==> src/verilog/byte_op_decoder_consts.vh <==
// Constants for the byte-operation instruction decoder.
`ifndef BYTE_OP_DECODER_CONSTS_VH
`define BYTE_OP_DECODER_CONSTS_VH
`define WORD_W 16
`define FILE_ADDR_W 8
`define WIDE_ADDR_W 12
`define TARGET_W 20
`define BIT_POS_W 3
`define BRA_OFS_W 11
`define BR_OFS_W 8
`define LIT_W 8
`define OPC_FILE_TO_FILE_MOVE_FIRST 4'hc
`define OPC_SECOND_WORD 4'hf
`define OPC_BRA 5'h1a
`define OPC_COND_BR 5'h1c
`define OPC_CALL 7'h76
`define OPC_GOTO 8'hef
`define OPC_LFSR 8'hee
`define OPC_ADDC 6'h08
`define OPC_ADD 6'h09
`define OPC_SUB 6'h17
`define OPC_SUBB 6'h16
`define OPC_SUBFB 6'h15
`define OPC_OR 6'h04
`define OPC_AND 6'h05
`define OPC_XOR 6'h06
`define OPC_COM 6'h07
`define OPC_DECSZ 6'h0b
`define OPC_INCSZ 6'h0f
`define OPC_DECSNZ 6'h13
`define OPC_INCSNZ 6'h12
`define OPC_CPLT 7'h30
`define OPC_CPEQ 7'h31
`define OPC_CPGT 7'h32
`define OPC_TSTZ 7'h33
`define OPC_RLC 6'h0d
`define OPC_RRC 6'h0c
`define OPC_RLN 6'h11
`define OPC_RRN 6'h10
`define OPC_MUL 7'h01
`define OPC_BTFSC 4'hb
`define OPC_BTFSS 4'ha
`define OPC_BCF 4'h9
`define OPC_BSF 4'h8
`define OPC_BTG 4'h7
`define OP_NONE 5'h00
`define OP_ADDC 5'h01
`define OP_ADD 5'h02
`define OP_SUB 5'h03
`define OP_SUBB 5'h04
`define OP_SUBFB 5'h05
`define OP_OR 5'h06
`define OP_AND 5'h07
`define OP_XOR 5'h08
`define OP_COM 5'h09
`define OP_DECSZ 5'h0a
`define OP_INCSZ 5'h0b
`define OP_DECSNZ 5'h0c
`define OP_INCSNZ 5'h0d
`define OP_CPLT 5'h0e
`define OP_CPEQ 5'h0f
`define OP_CPGT 5'h10
`define OP_TSTZ 5'h11
`define OP_RLC 5'h12
`define OP_RRC 5'h13
`define OP_RLN 5'h14
`define OP_RRN 5'h15
`define OP_MUL 5'h16
`define OP_FILE_TO_FILE_MOVE 5'h17
`define OP_BRA 5'h18
`define OP_CBR 5'h19
`define OP_CALL 5'h1a
`define OP_GOTO 5'h1b
`define OP_BITOP 5'h1c
`define OP_BITSKIP 5'h1d
`define OP_LITERAL 5'h1e
`define FLAGS_W 5
`define FL_C 5'h01
`define FL_DC 5'h02
`define FL_Z 5'h04
`define FL_OV 5'h08
`define FL_N 5'h10
`define FL_ARITH 5'h1f
`define FL_ZN 5'h14
`define FL_CZN 5'h15
`define TIMER_ZERO_COUNT_ADDR 8'hd6
`define ACCESS_BANK 4'h0
`define BANK_W 4
`endif

==> src/verilog/byte_op_instruction_decoder.v <==
// Instruction decoder that sequences one- and two-word instructions.
`timescale 1ns/100ps
`include "byte_op_decoder_consts.vh"
// What this block does
// - Destination bit picks working register or file.
// - Access bit forces access bank or bank select.
// - File address is the low instruction byte.
// - File-to-file move uses two words, 12-bit addresses.
// - Bit operations carry a 3-bit bit position.
// - Literal operand is the low instruction byte.
// - Call and jump target is 20 bits over two words.
// - Branch offsets are 11 bits or 8 bits.
// - Taken or PC-changing instruction adds a no-op cycle.
// - Unused second word executes as a no-op.
// - Port self-modify reads pins, not latches.
// - Byte-op and bit-op writes to timer zero count clear its prescaler.
// - Add forms decode and update five flags.
// - Subtract forms decode and update five flags.
// - Logic group updates only zero and negative.
// - Step-and-skip forms leave flags unchanged.
// - Compare-and-skip forms leave flags unchanged.
// - Rotates decode with their flag sets.
// - Multiply takes one cycle, flags unchanged.
module byte_op_instruction_decoder #(
   parameter WORD_W = `WORD_W
) (
   input wire CLOCK_IN,
   input wire RESETN_IN,
   input wire WORD_VALID_IN,
   input wire [WORD_W-1:0] WORD_IN,
   input wire SKIP_TAKEN_IN,
   input wire BRANCH_TAKEN_IN,
   input wire [`BANK_W-1:0] BANK_SELECT_IN,
   input wire TIMER_ZERO_COUNT_PRESCALER_ASSIGNED_IN,
   input wire [`FILE_ADDR_W-1:0] PORT_ADDR_LO_IN,
   input wire [`FILE_ADDR_W-1:0] PORT_ADDR_HI_IN,
   output reg [4:0] OP_OUT,
   output reg OP_VALID_OUT,
   output reg NOP_CYCLE_OUT,
   output reg DEST_FILE_OUT,
   output reg [`BANK_W-1:0] BANK_OUT,
   output reg [`FILE_ADDR_W-1:0] FILE_ADDR_OUT,
   output reg [`BIT_POS_W-1:0] BIT_POS_OUT,
   output reg [`LIT_W-1:0] LITERAL_OUT,
   output reg [`WIDE_ADDR_W-1:0] MOVE_SRC_OUT,
   output reg [`WIDE_ADDR_W-1:0] MOVE_DST_OUT,
   output reg [`TARGET_W-1:0] TARGET_OUT,
   output reg [`BRA_OFS_W-1:0] BRANCH_OFS_OUT,
   output reg [`FLAGS_W-1:0] FLAGS_AFFECTED_OUT,
   output reg READ_PINS_OUT,
   output reg PRESCALER_CLEAR_OUT,
   output reg BUSY_OUT
);
   localparam ST_FETCH = 2'h0;
   localparam ST_SECOND = 2'h1;
   localparam ST_NOP = 2'h2;
   localparam ST_SKIP2 = 2'h3;

   wire [4:0] cls_op;
   wire [`FLAGS_W-1:0] cls_flags;
   wire cls_dest;
   wire cls_two;
   wire cls_skip;
   wire cls_pcmod;
   wire cls_wr;
   reg [1:0] state_ff;
   reg [1:0] nxt_state;
   reg [4:0] pend_op_ff;
   reg [4:0] nxt_pend_op;
   reg [`FILE_ADDR_W-1:0] lo_byte_ff;
   reg [`FILE_ADDR_W-1:0] nxt_lo_byte;
   reg [`WIDE_ADDR_W-1:0] src_ff;
   reg [`WIDE_ADDR_W-1:0] nxt_src;
   reg skip_armed_ff;
   reg nxt_skip_armed;
   reg fetch_take;
   reg port_hit;

   opcode_classifier u_classifier (
      .word_in(WORD_IN),
      .op_out(cls_op),
      .flags_out(cls_flags),
      .has_dest_out(cls_dest),
      .two_word_out(cls_two),
      .is_skip_out(cls_skip),
      .pc_mod_out(cls_pcmod),
      .writes_file_out(cls_wr)
   );

   // Port range check kept as a function since both bounds are compared.
   function in_port_range;
      input [`FILE_ADDR_W-1:0] addr;
      input [`FILE_ADDR_W-1:0] lo;
      input [`FILE_ADDR_W-1:0] hi;
      begin
         in_port_range = (addr >= lo) && (addr <= hi);
      end
   endfunction

   always @* begin
      nxt_state = state_ff;
      nxt_pend_op = pend_op_ff;
      nxt_lo_byte = lo_byte_ff;
      nxt_src = src_ff;
      nxt_skip_armed = skip_armed_ff;
      fetch_take = 1'b0;
      port_hit = in_port_range(WORD_IN[`FILE_ADDR_W-1:0],
         PORT_ADDR_LO_IN, PORT_ADDR_HI_IN);
      case (state_ff)
         ST_FETCH: begin
            if (WORD_VALID_IN) begin
               if (skip_armed_ff) begin
                  // The skipped word is dropped; a two-word one costs one more.
                  nxt_skip_armed = 1'b0;
                  nxt_state = cls_two ? ST_SKIP2 : ST_FETCH;
               end else begin
                  fetch_take = 1'b1;
                  nxt_pend_op = cls_op;
                  nxt_lo_byte = WORD_IN[`FILE_ADDR_W-1:0];
                  nxt_src = WORD_IN[`WIDE_ADDR_W-1:0];
                  if (cls_two) begin
                     nxt_state = ST_SECOND;
                  end else if (cls_pcmod ||
                     (cls_op == `OP_CBR && BRANCH_TAKEN_IN)) begin
                     nxt_state = ST_NOP;
                  end
               end
            end
         end
         ST_SECOND: begin
            if (WORD_VALID_IN) begin
               nxt_state = (pend_op_ff == `OP_CALL ||
                  pend_op_ff == `OP_GOTO) ? ST_NOP : ST_FETCH;
            end
         end
         ST_NOP: nxt_state = ST_FETCH;
         ST_SKIP2: begin
            if (WORD_VALID_IN) begin
               nxt_state = ST_FETCH;
            end
         end
         default: nxt_state = ST_FETCH;
      endcase
      // A skip outcome arrives in the same cycle as the skip instruction word.
      if (SKIP_TAKEN_IN && state_ff == ST_FETCH && !skip_armed_ff &&
         WORD_VALID_IN && cls_skip) begin
         nxt_skip_armed = 1'b1;
      end
   end

   always @(posedge CLOCK_IN or negedge RESETN_IN) begin
      if (!RESETN_IN) begin
         state_ff <= ST_FETCH;
         pend_op_ff <= `OP_NONE;
         lo_byte_ff <= {`FILE_ADDR_W{1'b0}};
         src_ff <= {`WIDE_ADDR_W{1'b0}};
         skip_armed_ff <= 1'b0;
         OP_OUT <= `OP_NONE;
         OP_VALID_OUT <= 1'b0;
         NOP_CYCLE_OUT <= 1'b0;
         DEST_FILE_OUT <= 1'b0;
         BANK_OUT <= `ACCESS_BANK;
         FILE_ADDR_OUT <= {`FILE_ADDR_W{1'b0}};
         BIT_POS_OUT <= {`BIT_POS_W{1'b0}};
         LITERAL_OUT <= {`LIT_W{1'b0}};
         MOVE_SRC_OUT <= {`WIDE_ADDR_W{1'b0}};
         MOVE_DST_OUT <= {`WIDE_ADDR_W{1'b0}};
         TARGET_OUT <= {`TARGET_W{1'b0}};
         BRANCH_OFS_OUT <= {`BRA_OFS_W{1'b0}};
         FLAGS_AFFECTED_OUT <= {`FLAGS_W{1'b0}};
         READ_PINS_OUT <= 1'b0;
         PRESCALER_CLEAR_OUT <= 1'b0;
         BUSY_OUT <= 1'b0;
      end else begin
         state_ff <= nxt_state;
         pend_op_ff <= nxt_pend_op;
         lo_byte_ff <= nxt_lo_byte;
         src_ff <= nxt_src;
         skip_armed_ff <= nxt_skip_armed;
         OP_VALID_OUT <= 1'b0;
         NOP_CYCLE_OUT <= 1'b0;
         PRESCALER_CLEAR_OUT <= 1'b0;
         READ_PINS_OUT <= 1'b0;
         BUSY_OUT <= (nxt_state != ST_FETCH) || nxt_skip_armed;
         if (fetch_take && !cls_two) begin
            OP_OUT <= cls_op;
            OP_VALID_OUT <= 1'b1;
            FLAGS_AFFECTED_OUT <= cls_flags;
            DEST_FILE_OUT <= cls_dest ? WORD_IN[9] :
               (cls_op == `OP_BITOP);
            BANK_OUT <= WORD_IN[8] ? BANK_SELECT_IN : `ACCESS_BANK;
            FILE_ADDR_OUT <= WORD_IN[`FILE_ADDR_W-1:0];
            BIT_POS_OUT <= WORD_IN[11:9];
            LITERAL_OUT <= WORD_IN[`LIT_W-1:0];
            BRANCH_OFS_OUT <= (cls_op == `OP_BRA) ?
               WORD_IN[`BRA_OFS_W-1:0] :
               {{(`BRA_OFS_W-`BR_OFS_W){WORD_IN[7]}},
               WORD_IN[`BR_OFS_W-1:0]};
            // Self-modify of a port must see pin levels, not the latch.
            // With the result sent to the working register the port is
            // not written back, so the latch is left as the source.
            READ_PINS_OUT <= cls_wr && port_hit &&
               (cls_op == `OP_BITOP || (cls_dest && WORD_IN[9]));
            PRESCALER_CLEAR_OUT <= TIMER_ZERO_COUNT_PRESCALER_ASSIGNED_IN &&
               WORD_IN[`FILE_ADDR_W-1:0] == `TIMER_ZERO_COUNT_ADDR &&
               (cls_op == `OP_BITOP || (cls_dest && WORD_IN[9]));
         end else if (state_ff == ST_SECOND && WORD_VALID_IN) begin
            OP_OUT <= pend_op_ff;
            OP_VALID_OUT <= (pend_op_ff != `OP_NONE);
            NOP_CYCLE_OUT <= (pend_op_ff == `OP_NONE);
            FLAGS_AFFECTED_OUT <= {`FLAGS_W{1'b0}};
            MOVE_SRC_OUT <= src_ff;
            MOVE_DST_OUT <= WORD_IN[`WIDE_ADDR_W-1:0];
            TARGET_OUT <= {WORD_IN[`WIDE_ADDR_W-1:0], lo_byte_ff};
            LITERAL_OUT <= WORD_IN[`LIT_W-1:0];
         end else if (state_ff == ST_NOP ||
            (state_ff == ST_FETCH && WORD_VALID_IN && skip_armed_ff) ||
            (state_ff == ST_SKIP2 && WORD_VALID_IN)) begin
            // A no-op cycle leaves the datapath idle and the flags alone.
            NOP_CYCLE_OUT <= 1'b1;
            FLAGS_AFFECTED_OUT <= {`FLAGS_W{1'b0}};
         end
      end
   end
endmodule // byte_op_instruction_decoder

==> src/verilog/opcode_classifier.v <==
// Combinational opcode classifier for one instruction word.
`timescale 1ns/100ps
`include "byte_op_decoder_consts.vh"
module opcode_classifier (
   input wire [`WORD_W-1:0] word_in,
   output reg [4:0] op_out,
   output reg [`FLAGS_W-1:0] flags_out,
   output reg has_dest_out,
   output reg two_word_out,
   output reg is_skip_out,
   output reg pc_mod_out,
   output reg writes_file_out
);
   always @* begin
      op_out = `OP_NONE;
      flags_out = {`FLAGS_W{1'b0}};
      has_dest_out = 1'b0;
      two_word_out = 1'b0;
      is_skip_out = 1'b0;
      pc_mod_out = 1'b0;
      writes_file_out = 1'b0;
      case (word_in[15:10])
         `OPC_ADDC: op_out = `OP_ADDC;
         `OPC_ADD: op_out = `OP_ADD;
         `OPC_SUB: op_out = `OP_SUB;
         `OPC_SUBB: op_out = `OP_SUBB;
         `OPC_SUBFB: op_out = `OP_SUBFB;
         `OPC_OR: op_out = `OP_OR;
         `OPC_AND: op_out = `OP_AND;
         `OPC_XOR: op_out = `OP_XOR;
         `OPC_COM: op_out = `OP_COM;
         `OPC_DECSZ: op_out = `OP_DECSZ;
         `OPC_INCSZ: op_out = `OP_INCSZ;
         `OPC_DECSNZ: op_out = `OP_DECSNZ;
         `OPC_INCSNZ: op_out = `OP_INCSNZ;
         `OPC_RLC: op_out = `OP_RLC;
         `OPC_RRC: op_out = `OP_RRC;
         `OPC_RLN: op_out = `OP_RLN;
         `OPC_RRN: op_out = `OP_RRN;
         default: op_out = `OP_NONE;
      endcase
      if (op_out != `OP_NONE) begin
         has_dest_out = 1'b1;
      end
      case (word_in[15:9])
         `OPC_CPLT: op_out = `OP_CPLT;
         `OPC_CPEQ: op_out = `OP_CPEQ;
         `OPC_CPGT: op_out = `OP_CPGT;
         `OPC_TSTZ: op_out = `OP_TSTZ;
         `OPC_MUL: op_out = `OP_MUL;
         `OPC_CALL: op_out = `OP_CALL;
         default: op_out = op_out;
      endcase
      if (word_in[15:8] == `OPC_GOTO) begin
         op_out = `OP_GOTO;
      end
      if (word_in[15:11] == `OPC_BRA) begin
         op_out = `OP_BRA;
      end
      if (word_in[15:11] == `OPC_COND_BR) begin
         op_out = `OP_CBR;
      end
      case (word_in[15:12])
         `OPC_FILE_TO_FILE_MOVE_FIRST: op_out = `OP_FILE_TO_FILE_MOVE;
         `OPC_BTFSC, `OPC_BTFSS: op_out = `OP_BITSKIP;
         `OPC_BCF, `OPC_BSF, `OPC_BTG: op_out = `OP_BITOP;
         default: op_out = op_out;
      endcase
      if (word_in[15:12] == 4'h0 && word_in[11] == 1'b1) begin
         op_out = `OP_LITERAL;
      end
      case (op_out)
         `OP_ADDC, `OP_ADD, `OP_SUB, `OP_SUBB, `OP_SUBFB:
            flags_out = `FL_ARITH;
         `OP_OR, `OP_AND, `OP_XOR, `OP_COM,
         `OP_RLN, `OP_RRN: flags_out = `FL_ZN;
         `OP_RLC, `OP_RRC: flags_out = `FL_CZN;
         default: flags_out = {`FLAGS_W{1'b0}};
      endcase
      case (op_out)
         `OP_DECSZ, `OP_INCSZ, `OP_DECSNZ, `OP_INCSNZ,
         `OP_CPLT, `OP_CPEQ, `OP_CPGT, `OP_TSTZ,
         `OP_BITSKIP: is_skip_out = 1'b1;
         default: is_skip_out = 1'b0;
      endcase
      two_word_out = (op_out == `OP_FILE_TO_FILE_MOVE) || (op_out == `OP_CALL) ||
         (op_out == `OP_GOTO) || (word_in[15:8] == `OPC_LFSR);
      pc_mod_out = (op_out == `OP_BRA) || (op_out == `OP_CALL) ||
         (op_out == `OP_GOTO);
      writes_file_out = (op_out == `OP_BITOP) || has_dest_out;
   end
endmodule // opcode_classifier

==> config.mk <==
export PLATFORM = sky130hd
export DESIGN_NAME = byte_op_instruction_decoder
export DESIGN_NICKNAME = d
export VERILOG_FILES = /design/src/verilog/byte_op_instruction_decoder.v /design/src/verilog/opcode_classifier.v
export VERILOG_INCLUDE_DIRS = /design/src /design/src/verilog
export SDC_FILE = /design/constraint.sdc
export NUM_CORES = 1
export LEC_CHECK = 0
export ABC_CLOCK_PERIOD_IN_PS = 2850
export BUFFER_PORTS_ARGS = -buffer_cell sky130_fd_sc_hd__buf_4
export CORE_MARGIN = 2
export CORE_UTILIZATION = 55
export CTS_BUF_LIST = sky130_fd_sc_hd__clkbuf_4 sky130_fd_sc_hd__clkbuf_8
export CTS_CLUSTER_DIAMETER = 150
export DETAILED_ROUTE_END_ITERATION = 8
export GPL_TIMING_DRIVEN = 0
export PLACE_DENSITY = 0.83
export REMOVE_ABC_BUFFERS = 1
export SETUP_SLACK_MARGIN = 0.3
export SLEW_MARGIN = 20
export SYNTH_ARGS = -nofsm -noshare
export SYNTH_HDL_FRONTEND = slang
export SYNTH_HIERARCHICAL = 1
export SYNTH_SLANG_ARGS = --single-unit
export TNS_END_PERCENT = 50
==> constraint.sdc <==
create_clock -name CLOCK_IN -period 2.85 [get_ports CLOCK_IN]
set_clock_uncertainty 0.15 [all_clocks]
set_input_delay 0.1425 -clock CLOCK_IN [delete_from_list [all_inputs] [get_ports CLOCK_IN]]
set_output_delay 0.1425 -clock CLOCK_IN [all_outputs]
set_load 0.02 [all_outputs]
==> metrics.txt, run 1 <==
nets@finish 713; diode count 0; worst setup margin 0.254 ns; Bufs on Longest Clock Path 2; setup violators final 0; Reg clk slew, reported paths 0.08 ns; Routed wire per std cell 16.9 µm; residual DRC count 0; register area share after synthesis 43.3%; Top Layer Used met4; Comb pwr share 44.9%; internal power 2.99 mW; Unique masters post-synth 73; prevailing post-synth register cell dfrtp_1; fmax 0.385 GHz; Gate Count Post-Synth 523; async set-or-reset flop fraction in the synthesized netlist 100%; Pwr Total 5.01 mW; first-pass GRT wire length 20800 µm; I/O pins 136; outcome finished, final reports clean; Max transition margin 46.5%; Setup CP Type input port to flop; Period minus WS final 2.60 ns; IO Port Bufs 135; largest net degree at the start of global routing 87; EDFF count, synth 0; sequential power share 37.5%; total CTS buffers 9; layout cells sized above 1 32.7%; design area 6300 µm²; vias in the first global route 4152; Clock Power Share 17.5%; power density cells 794 nW/µm²; switch share 40.2%; setup_tns 0 ns; Max Transition Viols Final 0; Via Count 4239; cell area after synthesis 4970 µm²; critical path required time 2.93 ns; worst-path fanout max 12; latest clock arrival within the worst-skew pair 0.35 ns; worst slack, placed -1.09 ns; RSZ-0062 raised after global routing yes; first drt pass iteration count 4; Arrival @ worst endpoint 2.67 ns; fillers 618; Leak 3.15 nW; Initial Util 56.9%; clk sinks 86; Hold Fails Final Rpt 0; multi-input combinational cell area 2380 µm²; Net Sw Power 2.01 mW; die height 99.0 µm; vias per cell 5.56; Root Buffer clkbuf_8; H-tree depth 3; Crit. End Element flop; Congestion Overflow GR 0; Hold Crit Class input port to flop; total of warnings raised by yosys 6; Die Wd 99.0 µm; sequential cell area 2150 µm²; WL met1 5360 µm; row count 34; max-cap violations 0; die area 9800 µm²; CTS tree done; core area 8720 µm²; routed wl met2 6660 µm; period utilisation layout 91.1%; cell area after placement 5750 µm²; GPL Wtd Cong 0.924; Mapped Avg Cell Area 9.50 µm²; Setup crit start kind input port; Antenna Violating Nets Remaining 0; DRT iter0 DRCs 220; Total Wirelength 12900 µm; area grow syn2layout 26.9%; initial antenna violation count 0; Slew @ Worst Pin 0.799 ns; met3 routed WL 646 µm; DPL Wire Length 8540 µm; Max IR drop VDD 498 µV; Yosys reg bits 86; GRT Util Overall 26.4%
[sequential cells by signal, summed over array words and instances (netlist names), 5 cells and up]
| register | cells |
|---|---|
| FILE_ADDR_OUT | 7 |
| FLAGS_AFFECTED_OUT | 5 |
| pend_op_ff | 5 |
| LITERAL_OUT | 8 |
| lo_byte_ff | 7 |
| OP_OUT | 5 |
| MOVE_DST_OUT | 12 |
| MOVE_SRC_OUT | 12 |
| src_ff | 5 |
[per-layer routing]
metal	GRT usage (%)	vias up
met1	34.0	2077
met4	8.85	0
li1	-	2014
met3	3.55	20
met2	45.9	128
met5	0	-
[worst max-delay path: stages]
cell and delay (ns):
buf_6 0.12, inv_1 0.07, ha_1 0.30, nand2_1 0.06
o21ai_0 0.12, o31a_1 0.30, o31ai_4 0.26, nand4_1 0.18
a21oi_4 0.19, and2b_4 0.23, o31ai_1 0.09, o221ai_1 0.21
or3_1 0.40
[layout make-up]
cell class	instances	share of cell area [%]
multi-input cells	358	37.8
flip-flops and latches	86	34.1
repair buffers	167	21.1
well taps	108	2.14
clock buffers	10	2.08
inverters	27	1.61
clock inverters	6	1.11
[cells by family (layout without fill, tap and decap cells)]
family                   after synthesis  count (layout)  synth area share [%]
AO/OA/AOI/OAI                         85              85                  13.6
XOR/XNOR                               2               2                 0.353
adder cells (fa/ha/maj)               22              22                  5.54
buffers and inverters                 80             210                  9.55
flip-flops                            86              86                  43.3
multiplexers                          26              26                  5.90
AND/OR/NAND/NOR                      222             223                  21.7
[power groups by stage]
stage | Sequential [mW] | Combinational (mW) | Clock, mW
5_1_grt | 1.93 | 2.39 | 0.939
3_5_place_dp | 1.90 | 2.17 | 0
4_1_cts | 1.87 | 2.25 | 0.888
6_report | 1.88 | 2.25 | 0.878
2_1_floorplan | 2.44 | 0.556 | 0
3_3_place_gp | 1.87 | 2.12 | 0
[cells in the mapped netlist (6+ instances only)]
library cell / number / area [µm²]
nand3_1: 9 / 45.0
buf_2: 7 / 35.0
nor2_1: 12 / 45.0
clkbuf_1: 8 / 30.0
a21oi_1: 14 / 70.1
nand2_1: 142 / 533
ha_1: 22 / 275
buf_4: 32 / 240
dfrtp_1: 86 / 2150
nor2b_1: 10 / 62.6
mux2_2: 22 / 248
buf_6: 6 / 67.6
o21ai_0: 23 / 115
nand2b_1: 8 / 50.1
a22oi_1: 6 / 45.0
inv_1: 26 / 97.6
[layout by cell type, fill, tap and decap left out, types with 5 or more instances in the layout]
master / instances
nand2_1: 142
buf_4: 142
dfrtp_1: 86
inv_1: 26
o21ai_0: 23
mux2_2: 22
ha_1: 22
dlygate4sd3_1: 21
nor2_1: 12
a21oi_1: 12
nor2b_1: 10
nand3_1: 9
clkbuf_8: 9
nand2b_1: 7
a22oi_1: 6
a22o_1: 5
[final timing paths]
kind	start	endpoint	slack (ns)	cells past startpoint
max	WORD_IN[10]	BUSY_OUT$_DFF_PN0_	0.25	13
min in group asynchronous	RESETN_IN	MOVE_SRC_OUT[1]$_DFFE_PN0P_	0.26	2
max reg2reg	state_ff[1]$_DFF_PN0_	LITERAL_OUT[2]$_DFFE_PN0P_	0.53	5
max in group asynchronous	RESETN_IN	FLAGS_AFFECTED_OUT[0]$_DFFE_PN0P_	1.76	2
min reg2reg	lo_byte_ff[0]$_DFFE_PN0P_	MOVE_SRC_OUT[0]$_DFFE_PN0P_	0.32	2
min	WORD_IN[9]	DEST_FILE_OUT$_DFFE_PN0P_	0.02	3
[stage by stage]
stage	std cells	hold slack, ns	utilization (%)
after detailed placement	714	0.232	66.0
after global routing	762	0.0418	72.3
after global placement	713	0.229	65.8
after CTS	761	0.0240	72.1
final	762	0.0246	72.3
after floorplan	470	-0.303	-
[what timing repair did]
item | CTS | global route
pin swaps | 4 | 0
setup buffers | 9 | 1
resized for setup | 9 | 2
hold buffers | 21 | 0
endpoints found under the setup margin | 42 | 30
gates cloned | 1 | 0
endpoints found under the hold margin | 134 | 0
(Power assumes the default switching activity.)
==> run 2, diff against run 1 <==
- PLACE_DENSITY: 0.83 -> default
- PLACE_DENSITY_LB_ADDON: default -> 0.05
==> run 2 against run 1 <==
Effect of this change:
- total power down 1.0%
- cell area up 3.3%
- routed wire length down 1.1%
- first-iteration DRC count up 8.6%
- critical endpoint unchanged
==> metrics.txt, run 2 (synthesis results as in run 1) <==
post-route non-filler standard cell count 770 (+1.0%); total CTS buffers 9 (unchanged); layout cells sized above 1 35.3% (+2.6 points); Clock Power Share 16.7% (-0.8 points); GPL Wtd Cong 0.898 (-2.8%); diode count 0 (unchanged); I/O pins 136 (unchanged); sequential power share 37.7% (+0.2 points); Antenna Violating Nets Remaining 0 (unchanged); design area 6510 µm² (+3.3%); Root Buffer clkbuf_8; Setup CP Type input port to flop; Initial Util 56.9% (unchanged); DRT iter0 DRCs 239 (+8.6%); Die Wd 99.0 µm (unchanged); outcome finished, final reports clean; Hold Fails Final Rpt 0 (unchanged); IO Port Bufs 135 (unchanged); clk sinks 86 (unchanged); internal power 2.99 mW (about the same); RSZ-0062 raised after global routing no; Via Count 4302 (+1.5%); critical path required time 2.93 ns (about the same); initial antenna violation count 0 (unchanged); Routed wire per std cell 16.6 µm (-2.2%); core area 8720 µm² (unchanged); cell area after placement 5750 µm² (unchanged); area grow syn2layout 31.1%; row count 34 (unchanged); Hold Crit Class input port to flop; Crit. End Element flop; setup_tns 0 ns (unchanged); DPL Wire Length 8080 µm (-5.3%); vias per cell 5.59 (+0.43%); switch share 39.6% (-0.63 points); power density cells 761 nW/µm² (-4.2%); nets@finish 722 (+1.3%); commonest non-fill, non-tap cell in the layout buf_4; CTS tree done; die area 9800 µm² (unchanged); Largest regs MOVE_DST_OUT x12, MOVE_SRC_OUT x12, LITERAL_OUT x8; Max transition margin 45.1% (-1.4 points); Total Wirelength 12800 µm (-1.1%); fmax 0.404 GHz (+4.8%); Max IR drop VDD 472 µV (-5.3%); Setup crit start kind input port; worst setup margin 0.374 ns (+0.120 ns); worst slack, placed -1.13 ns (-0.0343 ns); latest clock arrival within the worst-skew pair 0.34 ns (about the same); Net Sw Power 1.96 mW (-2.6%); period utilisation layout 86.9% (-4.2 points); vias in the first global route 4030 (-2.9%); die height 99.0 µm (unchanged); setup violators final 0 (unchanged); Congestion Overflow GR 0 (unchanged); first-pass GRT wire length 19900 µm (-4.3%); DP Cell Count 714 (unchanged); worst-path fanout max 12 (unchanged); H-tree depth 3 (unchanged); max-cap violations 0 (unchanged); Reg clk slew, reported paths 0.08 ns (about the same); Comb pwr share 45.7% (+0.8 points); largest net degree at the start of global routing 87 (unchanged); Leak 3.22 nW (+2.2%); GRT Util Overall 25.2% (-1.2 points); Bufs on Longest Clock Path 2 (unchanged); hold_ws 0.0355 ns (+0.0109 ns); Max Transition Viols Final 0 (unchanged); most frequent cells in the layout buf_4 (145), nand2_1 (142), dfrtp_1 (86); Slew @ Worst Pin 0.820 ns (+0.0208 ns); fillers 618 (unchanged); Period minus WS final 2.48 ns (-0.120 ns); first drt pass iteration count 4 (unchanged); residual DRC count 0 (unchanged); Arrival @ worst endpoint 2.55 ns (-0.12 ns)
[run 2: changes by cell type in the layout (fill, tap and decap cells not counted), sizes merged]
cell / before / now
clkbuf: 10 / 9
clkinv: 4 / 3
buf: 146 / 152
dlygate4sd3: 21 / 24
clkinvlp: 0 / 1
[run 2: layout make-up]
type                            instances  area, µm²  area share (%)
Clock buffer                            9        124            1.90
Clock inverter                          6       61.3           0.942
Inverter                               27        101            1.56
Multi-Input combinational cell        358       2500            38.4
Sequential cell                        86       2150            33.1
Tap cell                              108        135            2.08
Timing Repair Buffer                  176       1440            22.1
[run 2: power groups by stage]
stage	Sequential, mW	Clock [mW]	Combinational, mW
2_1_floorplan	2.44	0	0.556
3_3_place_gp	1.87	0	2.11
3_5_place_dp	1.88	0	2.15
4_1_cts	1.86	0.840	2.24
5_1_grt	1.91	0.884	2.42
6_report	1.87	0.825	2.26
[run 2: worst paths after layout]
kind,startpoint,to,slack [ns],cells after the start
max reg2reg,state_ff[1]$_DFF_PN0_,LITERAL_OUT[3]$_DFFE_PN0P_,0.50,7
min reg2reg,src_ff[7]$_DFFE_PN0P_,MOVE_SRC_OUT[7]$_DFFE_PN0P_,0.32,2
max,WORD_IN[10],BUSY_OUT$_DFF_PN0_,0.37,13
min in group asynchronous,RESETN_IN,BANK_OUT[3]$_DFFE_PN0P_,0.25,2
min,WORD_IN[9],BRANCH_OFS_OUT[9]$_DFFE_PN0P_,0.04,3
max in group asynchronous,RESETN_IN,NOP_CYCLE_OUT$_DFF_PN0_,1.75,2
[run 2: worst max-delay path, stage by stage]
cell      delay (ns)
buf_12          0.12
inv_2           0.08
ha_4            0.20
nand2_1         0.06
o21ai_0         0.11
o31a_1          0.34
o31ai_4         0.28
nand4_1         0.18
a21oi_4         0.18
and2b_4         0.24
o31ai_1         0.08
o221ai_1        0.20
or3_1           0.34
[run 2: repair_timing]
action                                  in CTS  in global routing
pin swaps                                    6                 11
buffers inserted                            13                  3
gates resized for setup                     11                 33
hold endpoints to repair                   129                  1
gates cloned                                 1                  0
hold buffers                                23                  1
endpoints found under the setup margin      42                 34
[run 2: routing by layer]
metal  share of wire (%)  GRT usage [%]  up-vias
met3                 5.4           3.48       17
met2                  50           42.0      147
li1                    -              -     2028
met1                  43           34.7     2110
met4                 1.3           6.95        0
met5                   0              0        -
[run 2: through the flow]
stage,power (mW),utilization [%]
after floorplan,2.99,-
after global placement,3.98,65.8
after detailed placement,4.04,66.0
after CTS,4.94,72.4
after global routing,5.21,74.6
final,4.96,74.6
